===== config.mk =====
export PLATFORM = sky130hd
export DESIGN_NAME = tmc_timer
export DESIGN_NICKNAME = d
export VERILOG_FILES = /design/src/hw/tmc_pkg.sv /design/src/hw/tmc_timer.sv
export SDC_FILE = /design/constraint.sdc
export NUM_CORES = 1
export LEC_CHECK = 0
export BUFFER_PORTS_ARGS = -buffer_cell sky130_fd_sc_hd__buf_2
export CAP_MARGIN = 10
export CORE_MARGIN = 8
export CORE_UTILIZATION = 48
export CTS_BUF_LIST = sky130_fd_sc_hd__clkbuf_8 sky130_fd_sc_hd__clkbuf_16
export DETAILED_ROUTE_END_ITERATION = 12
export PLACE_DENSITY = 0.76
export SYNTH_ARGS = -nofsm -noshare
export SYNTH_HDL_FRONTEND = slang
export SYNTH_SLANG_ARGS = --single-unit
export TNS_END_PERCENT = 30

===== constraint.sdc =====
create_clock -name CLK -period 2.2 [get_ports CLK]
set_input_delay 0.33 -clock CLK [delete_from_list [all_inputs] [get_ports CLK]]
set_output_delay 0.33 -clock CLK [all_outputs]
set_load 0.01 [all_outputs]

===== src/hw/tmc_pkg.sv =====
// Shared constants and types for the sixteen-bit timer/counter
package tmc_pkg;

   // Register byte addresses on the AXI4-Lite slave
   localparam logic [3:0] TMC_ADDR_CONTROL = 4'h0;
   localparam logic [3:0] TMC_ADDR_LOW     = 4'h4;
   localparam logic [3:0] TMC_ADDR_HIGH    = 4'h8;
   localparam logic [3:0] TMC_ADDR_STATUS  = 4'hc;

   // Field positions in the status register
   localparam int TMC_STAT_FLAG_BIT = 0;
   localparam int TMC_STAT_IE_BIT   = 1;

   // Control register layout, bit 7 down to bit 0
   typedef struct packed {
      logic       wide_access_enable;
      logic       sysclk_from_osc_status;
      logic [1:0] prescale_select;
      logic       osc_enable;
      logic       ext_sync_disable;
      logic       clock_source_select;
      logic       run_control;
   } tmc_ctl_s;

   localparam tmc_ctl_s TMC_CTL_RESET = '{default: 1'b0};

   // Mask of writable control bits; the clock status bit is read-only
   localparam logic [7:0] TMC_CTL_WMASK = 8'hbf;

   // Operating modes derived from the source and sync bits
   typedef enum logic [1:0] {
      TMC_MODE_TIMER      = 2'b00,
      TMC_MODE_SYNC_COUNT = 2'b01,
      TMC_MODE_ASYNC_CNT  = 2'b10
   } tmc_mode_e;

   // Instruction clock is the core clock divided by four
   localparam int TMC_INSTR_DIV = 4;

   localparam logic [15:0] TMC_COUNT_RESET = 16'h0000;
   localparam logic [15:0] TMC_COUNT_MAX   = 16'hffff;
   localparam logic [7:0]  TMC_BYTE_RESET  = 8'h00;
   localparam logic [2:0]  TMC_PRESC_RESET = 3'h0;

   localparam logic [1:0] TMC_RESP_OKAY   = 2'b00;
   localparam logic [1:0] TMC_RESP_SLVERR = 2'b10;

endpackage : tmc_pkg


===== src/hw/tmc_timer.sv =====
// Sixteen-bit timer/counter with AXI4-Lite register access
// Operation
// - Control bit 7 selects buffered 16-bit access or two plain byte accesses.
// - Control bit 6 is read-only: 1 when system clock comes from this oscillator.
// - Two-bit prescale field: 11 is 1:8, 10 is 1:4, 01 is 1:2, 00 is 1:1.
// - Oscillator runs while its enable bit is 1, shut off while 0.
// - External source synchronised when sync bit is 0, raw when 1; ignored internally.
// - Source bit 0 counts instruction clock; 1 counts external or oscillator rising edges.
// - Counter advances only while the run bit is 1.
// - Modes timer, synchronous counter, asynchronous counter follow source and sync bits.
// - While the run bit is 1 both clock pins are inputs and read back as 0.
// - Buffered mode: low byte read copies live high byte into the high buffer.
// - Buffered mode: low byte write loads high buffer into live high byte together.
// - Buffered mode: live high byte reachable only through the buffer.
// - Low byte writes clear the prescaler; high byte writes leave it alone.
// - Enabled oscillator keeps running through every power-managed mode.
// - Count wraps FFFF to 0000 and sets overflow flag; enable gates the interrupt.
// - Special event trigger resets count in timer or synchronous counter mode.
// - A count write in the same cycle as the trigger wins over it.
//
// Design decisions made here: the AXI4-Lite slave port and the register addresses.
module tmc_timer
   import tmc_pkg::*;
#(
   parameter int INSTR_DIV = TMC_INSTR_DIV
) (
   input  wire  logic        CLK,
   input  wire  logic        RST,
   input  wire  logic [3:0]  S_AXI_AWADDR,
   input  wire  logic        S_AXI_AWVALID,
   output logic              S_AXI_AWREADY,
   input  wire  logic [31:0] S_AXI_WDATA,
   input  wire  logic [3:0]  S_AXI_WSTRB,
   input  wire  logic        S_AXI_WVALID,
   output logic              S_AXI_WREADY,
   output logic [1:0]        S_AXI_BRESP,
   output logic              S_AXI_BVALID,
   input  wire  logic        S_AXI_BREADY,
   input  wire  logic [3:0]  S_AXI_ARADDR,
   input  wire  logic        S_AXI_ARVALID,
   output logic              S_AXI_ARREADY,
   output logic [31:0]       S_AXI_RDATA,
   output logic [1:0]        S_AXI_RRESP,
   output logic              S_AXI_RVALID,
   input  wire  logic        S_AXI_RREADY,
   input  wire  logic        EXT_CLOCK_PIN,
   input  wire  logic        OSC_INPUT_PIN,
   input  wire  logic        SYSCLK_FROM_OSC,
   input  wire  logic        SPECIAL_EVENT_TRIGGER,
   input  wire  logic [1:0]  PIN_DIRECTION_BITS,
   input  wire  logic [1:0]  PIN_LEVEL,
   output logic [1:0]        PIN_OE_N,
   output logic [1:0]        PORT_READ_VALUE,
   output logic              OSC_ENABLE,
   output logic              OVERFLOW_FLAG,
   output logic              OVERFLOW_IRQ
);

   localparam int DIV_W = (INSTR_DIV > 1) ? $clog2(INSTR_DIV) : 1;
   localparam logic [DIV_W-1:0] DIV_LAST = DIV_W'(INSTR_DIV - 1);

   // Prescale ratio as a mask of the prescaler bits that must all be set
   function automatic logic [2:0] presc_mask(input logic [1:0] sel);
      case (sel)
         2'b11:   presc_mask = 3'h7;
         2'b10:   presc_mask = 3'h3;
         2'b01:   presc_mask = 3'h1;
         default: presc_mask = 3'h0;
      endcase
   endfunction : presc_mask

   tmc_ctl_s    ctl;
   logic [15:0] count;
   logic [7:0]  high_buf;
   logic [2:0]  presc;
   logic [DIV_W-1:0] div_cnt;
   logic        instr_tick;
   logic        ext_meta;
   logic        ext_sync;
   logic        ext_sync_d;
   logic        ext_raw_d;
   logic        ovf_flag;
   logic        ovf_ie;

   logic        aw_held;
   logic [3:0]  aw_addr;
   logic        w_held;
   logic [7:0]  w_data;
   logic        w_lane0;
   logic        do_write;
   logic        do_read;

   logic        wr_ctl;
   logic        wr_low;
   logic        wr_high;
   logic        wr_stat;
   logic        rd_low;
   logic        ext_level;
   logic        ext_edge;
   logic        src_tick;
   logic        presc_term;
   logic        inc;
   logic        trig_reset;
   logic        ovf_set;
   tmc_mode_e   mode;
   logic [7:0]  next_rdata;
   logic        next_rvalid_ok;

   // Bus transfers ----------------------------------------------------------

   assign do_write = aw_held && w_held && !S_AXI_BVALID;
   assign do_read  = S_AXI_ARREADY && S_AXI_ARVALID;

   // Strobe lane 0 must be set for the 8-bit register to change
   assign wr_ctl  = do_write && w_lane0 && (aw_addr == TMC_ADDR_CONTROL);
   assign wr_low  = do_write && w_lane0 && (aw_addr == TMC_ADDR_LOW);
   assign wr_high = do_write && w_lane0 && (aw_addr == TMC_ADDR_HIGH);
   assign wr_stat = do_write && w_lane0 && (aw_addr == TMC_ADDR_STATUS);
   assign rd_low  = do_read && (S_AXI_ARADDR == TMC_ADDR_LOW);

   always_ff @(posedge CLK or posedge RST) begin
      if (RST) begin
         S_AXI_AWREADY <= 1'b0;
         aw_held       <= 1'b0;
         aw_addr       <= 4'h0;
      end else begin
         if (S_AXI_AWREADY && S_AXI_AWVALID) begin
            S_AXI_AWREADY <= 1'b0;
            aw_held       <= 1'b1;
            aw_addr       <= S_AXI_AWADDR;
         end else if (!aw_held && !S_AXI_BVALID) begin
            S_AXI_AWREADY <= 1'b1;
         end
         if (do_write) begin
            aw_held <= 1'b0;
         end
      end
   end

   always_ff @(posedge CLK or posedge RST) begin
      if (RST) begin
         S_AXI_WREADY <= 1'b0;
         w_held       <= 1'b0;
         w_data       <= 8'h00;
         w_lane0      <= 1'b0;
      end else begin
         if (S_AXI_WREADY && S_AXI_WVALID) begin
            S_AXI_WREADY <= 1'b0;
            w_held       <= 1'b1;
            w_data       <= S_AXI_WDATA[7:0];
            w_lane0      <= S_AXI_WSTRB[0];
         end else if (!w_held && !S_AXI_BVALID) begin
            S_AXI_WREADY <= 1'b1;
         end
         if (do_write) begin
            w_held <= 1'b0;
         end
      end
   end

   always_ff @(posedge CLK or posedge RST) begin
      if (RST) begin
         S_AXI_BVALID <= 1'b0;
         S_AXI_BRESP  <= TMC_RESP_OKAY;
      end else if (do_write) begin
         S_AXI_BVALID <= 1'b1;
         S_AXI_BRESP  <= (aw_addr[1:0] == 2'b00) ? TMC_RESP_OKAY : TMC_RESP_SLVERR;
      end else if (S_AXI_BVALID && S_AXI_BREADY) begin
         S_AXI_BVALID <= 1'b0;
      end
   end

   // Read mux; high address shows the buffer in wide mode
   always_comb begin
      next_rdata     = 8'h00;
      next_rvalid_ok = 1'b1;
      case (S_AXI_ARADDR)
         TMC_ADDR_CONTROL: next_rdata = ctl;
         TMC_ADDR_LOW:     next_rdata = count[7:0];
         TMC_ADDR_HIGH:    next_rdata = ctl.wide_access_enable ? high_buf
                                                               : count[15:8];
         TMC_ADDR_STATUS: begin
            next_rdata[TMC_STAT_FLAG_BIT] = ovf_flag;
            next_rdata[TMC_STAT_IE_BIT]   = ovf_ie;
         end
         default:          next_rvalid_ok = 1'b0;
      endcase
   end

   always_ff @(posedge CLK or posedge RST) begin
      if (RST) begin
         S_AXI_ARREADY <= 1'b0;
         S_AXI_RVALID  <= 1'b0;
         S_AXI_RDATA   <= 32'h0000_0000;
         S_AXI_RRESP   <= TMC_RESP_OKAY;
      end else begin
         if (do_read) begin
            S_AXI_ARREADY <= 1'b0;
            S_AXI_RVALID  <= 1'b1;
            S_AXI_RDATA   <= {24'h00_0000, next_rdata};
            S_AXI_RRESP   <= next_rvalid_ok ? TMC_RESP_OKAY : TMC_RESP_SLVERR;
         end else if (S_AXI_RVALID && S_AXI_RREADY) begin
            S_AXI_RVALID <= 1'b0;
         end else if (!S_AXI_RVALID) begin
            S_AXI_ARREADY <= 1'b1;
         end
      end
   end

   // Control register -------------------------------------------------------

   always_ff @(posedge CLK or posedge RST) begin
      if (RST) begin
         ctl <= TMC_CTL_RESET;
      end else begin
         if (wr_ctl) begin
            ctl <= tmc_ctl_s'((w_data & TMC_CTL_WMASK) | (ctl & ~TMC_CTL_WMASK));
         end
         // Status bit tracks the system clock mux, never software
         ctl.sysclk_from_osc_status <= SYSCLK_FROM_OSC;
      end
   end

   // Oscillator enable is a plain register bit, so power-managed modes that
   // gate the core do not touch it and the oscillator keeps running
   assign OSC_ENABLE = ctl.osc_enable;

   // Clock sources ----------------------------------------------------------

   always_ff @(posedge CLK or posedge RST) begin
      if (RST) begin
         div_cnt <= '0;
      end else if (div_cnt == DIV_LAST) begin
         div_cnt <= '0;
      end else begin
         div_cnt <= div_cnt + DIV_W'(1);
      end
   end

   assign instr_tick = (div_cnt == DIV_LAST);

   // Oscillator replaces the external pin when it is enabled
   assign ext_level = ctl.osc_enable ? OSC_INPUT_PIN : EXT_CLOCK_PIN;

   always_ff @(posedge CLK or posedge RST) begin
      if (RST) begin
         ext_meta   <= 1'b0;
         ext_sync   <= 1'b0;
         ext_sync_d <= 1'b0;
         ext_raw_d  <= 1'b0;
      end else begin
         ext_meta   <= ext_level;
         ext_sync   <= ext_meta;
         ext_sync_d <= ext_sync;
         ext_raw_d  <= ext_level;
      end
   end

   // Unsynchronised path sees the edge two cycles sooner but takes the pin
   // as is; the synchronised path pays latency for a clean edge
   assign ext_edge = ctl.ext_sync_disable ? (ext_level && !ext_raw_d)
                                          : (ext_sync && !ext_sync_d);

   assign src_tick = ctl.clock_source_select ? ext_edge : instr_tick;

   always_comb begin
      if (!ctl.clock_source_select) begin
         mode = TMC_MODE_TIMER;
      end else if (!ctl.ext_sync_disable) begin
         mode = TMC_MODE_SYNC_COUNT;
      end else begin
         mode = TMC_MODE_ASYNC_CNT;
      end
   end

   // Prescaler and count ----------------------------------------------------

   assign presc_term = ((presc & presc_mask(ctl.prescale_select))
                        == presc_mask(ctl.prescale_select));
   assign inc        = ctl.run_control && src_tick && presc_term;
   assign trig_reset = SPECIAL_EVENT_TRIGGER && (mode != TMC_MODE_ASYNC_CNT);
   assign ovf_set    = inc && !wr_low && !(wr_high && !ctl.wide_access_enable)
                       && !trig_reset && (count == TMC_COUNT_MAX);

   always_ff @(posedge CLK or posedge RST) begin
      if (RST) begin
         presc <= TMC_PRESC_RESET;
      end else if (wr_low) begin
         presc <= TMC_PRESC_RESET;
      end else if (ctl.run_control && src_tick) begin
         presc <= presc_term ? TMC_PRESC_RESET : presc + 3'h1;
      end
   end

   // Writes beat the trigger, which beats counting
   always_ff @(posedge CLK or posedge RST) begin
      if (RST) begin
         count <= TMC_COUNT_RESET;
      end else if (wr_low) begin
         count[7:0] <= w_data;
         if (ctl.wide_access_enable) begin
            count[15:8] <= high_buf;
         end
      end else if (wr_high && !ctl.wide_access_enable) begin
         count[15:8] <= w_data;
      end else if (trig_reset) begin
         count <= TMC_COUNT_RESET;
      end else if (inc) begin
         count <= count + 16'h0001;
      end
   end

   always_ff @(posedge CLK or posedge RST) begin
      if (RST) begin
         high_buf <= TMC_BYTE_RESET;
      end else if (wr_high && ctl.wide_access_enable) begin
         high_buf <= w_data;
      end else if (rd_low && ctl.wide_access_enable) begin
         high_buf <= count[15:8];
      end
   end

   // Overflow flag: set wins over a clear in the same cycle
   always_ff @(posedge CLK or posedge RST) begin
      if (RST) begin
         ovf_flag <= 1'b0;
         ovf_ie   <= 1'b0;
      end else begin
         if (ovf_set) begin
            ovf_flag <= 1'b1;
         end else if (wr_stat && w_data[TMC_STAT_FLAG_BIT]) begin
            ovf_flag <= 1'b0;
         end
         if (wr_stat) begin
            ovf_ie <= w_data[TMC_STAT_IE_BIT];
         end
      end
   end

   always_ff @(posedge CLK or posedge RST) begin
      if (RST) begin
         OVERFLOW_FLAG <= 1'b0;
         OVERFLOW_IRQ  <= 1'b0;
      end else begin
         OVERFLOW_FLAG <= ovf_flag;
         OVERFLOW_IRQ  <= ovf_flag && ovf_ie;
      end
   end

   // Pin control ------------------------------------------------------------

   always_ff @(posedge CLK or posedge RST) begin
      if (RST) begin
         PIN_OE_N        <= 2'b11;
         PORT_READ_VALUE <= 2'b00;
      end else if (ctl.run_control) begin
         PIN_OE_N        <= 2'b11;
         PORT_READ_VALUE <= 2'b00;
      end else begin
         PIN_OE_N        <= PIN_DIRECTION_BITS;
         PORT_READ_VALUE <= PIN_LEVEL;
      end
   end

endmodule : tmc_timer


==> reports/qor.txt <==
outcome - completed
TNS Setup - 0 ps
Hold-fix buffers, CTS - 0
pin count of the biggest net entering global routing - 41
initial antenna violation count - 0
worst hold margin - 2.54 ps
WP data required - 2460 ps
min setup slack post-route - 102 ps
Post-synth EDFFs - 0
CP arrival - 2360 ps
top_reg_cell synth - dfrtp_1
setup bufs post-CTS - 0
PortBufs - 53
largest family of logic cells by synthesized area - compound AO/OA/AOI/OAI gates
Post-synth ARST share - 100%
WL final - 10200 um
Synth Area in Compound Gates - 18.1%
most frequent cells after synthesis - dfrtp_1, nand2_1, buf_4, nor2_1, a21oi_1
Worst setup startpoint - ctl[2]
kind of critical path - reg2reg
GP Congestion - 0.915
f_max - 477 MHz
Pwr per Cell Area - 1020 mW/mm2
post-cts resize count - 0
clock slew seen by the registers of the worst setup and hold paths - 90 ps
Post-Synth XOR/XNOR Area - 0.208%
drt first pass iters - 5
clock buffer depth - 2
Synth Register Bits - 78
Max Transition Viols Final - 0
all-layer global routing usage - 17.5%
CTS tree - done
adder-cell area share of the yosys netlist - 0.889%
design area - 0.00484 mm2
met3 GRT Util - 3.75%
post-synth cell types - 74
r2r startpoint - ctl[2]
Initial DRC Count - 190
FF+latch area - 0.00195 mm2
synthesized instance count - 401
Crit. End Element - flop
placed insts - 569
syn_area_per_cell - 10.5 um2
multiplexer area fraction after synthesis - 11.3%
Period Utilization, post-route - 95.4%
max-cap violations - 0
CTS sink cnt - 78
met2 usage - 26.8%
clock root buffer - clkbuf_8
Die Y - 110 um
GR Overflow Total - 0
RSZ-0062 raised after global routing - false
cell area after synthesis - 0.00422 mm2
synthesis-to-finish area growth - 14.6%
CP Launch Type - flop
ant diodes - 0
Seq/Total Area, Yosys - 46.3%
HP Class - in2async
synth warn - 0
worst reg-to-reg setup slack - 100 ps
H-tree Lvls - 3
pre-CTS setup slack - 136 ps
DR DRC count - 0
post-layout min period - 2100 ps
normalized max-slew margin - 64.5%
largest fanout on the critical path - 12
Fillers - 757
placed instance area - 0.00463 mm2
count leader, synth - dfrtp_1
chip width - 110 um
worst-margin pin slew - 530 ps
Num CTS Buffers - 9
final non-filler cell total - 584
Starting Density - 48.9%
worst skew pair latency - 360 ps
Detailed Place HPWL - 7770 um
# IOs - 107
Simple-Gate Fraction of Synth Area - 14.7%
via count - 3323
Finish-stage setup viols - 0
cell row count - 34
routed len/inst - 17.5 um
vias per std cell - 5.69
vias in the first global route - 3254
share of the synthesized area in the top cell type - 45.1%
layout cells sized above 1 - 31.5%
Final Skew - 16.7 ps
core area - 0.00864 mm2
area leader, netlist - dfrtp_1
# nets final - 534
die area - 0.0120 mm2
Fin. Hold Viols - 0
first-pass GRT wire length - 16400 um
GRT met1 Usage - 23.7%
multi-input logic area - 0.00201 mm2
DRT antenna net count - 0
P_leak - 2.14 nW
maximum VDD drop - 0.764 mV
top cells by area, synth - dfrtp_1, mux2_2, buf_4
global route hottest layer - met2
==> flip-flops by register name (all words and copies together) (netlist names), 2 cells and up <==
name	cells
PIN_OE_N	2
PORT_READ_VALUE	2
S_AXI_RDATA	8
aw_addr	4
count	16
ctl	7
div_cnt	2
high_buf	8
presc	3
w_data	8
==> cells by family after synthesis <==
logic type                 count (synthesis)
AOI/OAI and AO/OA                        104
xor gates and xnor gates                   1
adders and majority gates                  3
buffers and inverters                     58
DFF                                       78
muxes                                     42
other                                      1
and+or+nand+nor                          114
==> cells in the final DEF (no fill, tap or decap), drive strengths merged, types with 3 or more instances in the layout <==
cell type / netlist / routed
and4: 3 / 3
o2bb2ai: 3 / 3
and3: 3 / 3
a22oi: 5 / 5
o31ai: 3 / 3
conb: 1 / 26
o21a: 4 / 4
and2: 3 / 3
o311ai: 3 / 3
mux2i: 15 / 15
buf: 39 / 81
mux2: 25 / 25
nand3: 13 / 13
o211ai: 3 / 3
or2: 4 / 4
clkinvlp: 0 / 3
a21oi: 28 / 28
a2bb2oi: 7 / 7
nor4: 3 / 3
nor2: 28 / 28
ha: 3 / 3
nor2b: 5 / 5
nand4: 6 / 6
dfrtp: 76 / 76
clkbuf: 7 / 10
a211oi: 8 / 8
nand2: 32 / 32
o21ai: 17 / 17
inv: 12 / 12
a22o: 3 / 3
==> final cells by class <==
type                            instances  area share (%)
Clock buffer                           10            2.85
Clock inverter                          5            1.22
Inverter                               12            1.01
Multi-Input combinational cell        290            41.6
Sequential cell                        78            40.4
Tap cell                              108            2.79
Timing Repair Buffer                   81            10.1
==> worst paths after layout <==
| check | depth (start not counted) | endpoint |
|---|---|---|
| min reg2reg | 0 | ext_sync_d |
| max | 6 | count[15] |
| max reg2reg | 6 | count[15] |
| min | 2 | ovf_ie |
| min in group CLK | 1 | ctl[6] |
| max in group asynchronous | 3 | count[7] |
==> metal layers <==
layer / part of all wire, % / up-vias
li1: - / 1554
met1: 44 / 1610
met2: 45 / 139
met3: 8.4 / 20
met4: 2.8 / 0
met5: 0 / -
==> metrics by stage <==
step	power (mW)	util (%)
final	4.95	56.0
after CTS	4.97	55.9
after floorplan	3.32	-
after global routing	5.26	56.0
after detailed placement	3.88	53.6
after global placement	3.80	53.6
==> where the power goes <==
group | internal, mW | total [mW] | switching (mW)
clock network | 0.551 | 1.08 | 0.530
registers | 1.86 | 2.33 | 0.472
logic | 0.754 | 1.54 | 0.784
total | 3.16 | 4.95 | 1.79
==> worst max-delay path, stage by stage (launching register included) <==
cell and delay (ps):
dfrtp_1 410, or3b_1 440, o311ai_4 130, nand3_2 320
buf_4 280, a221o_1 360, o31ai_2 60
Power figures use the tool's default switching activity.
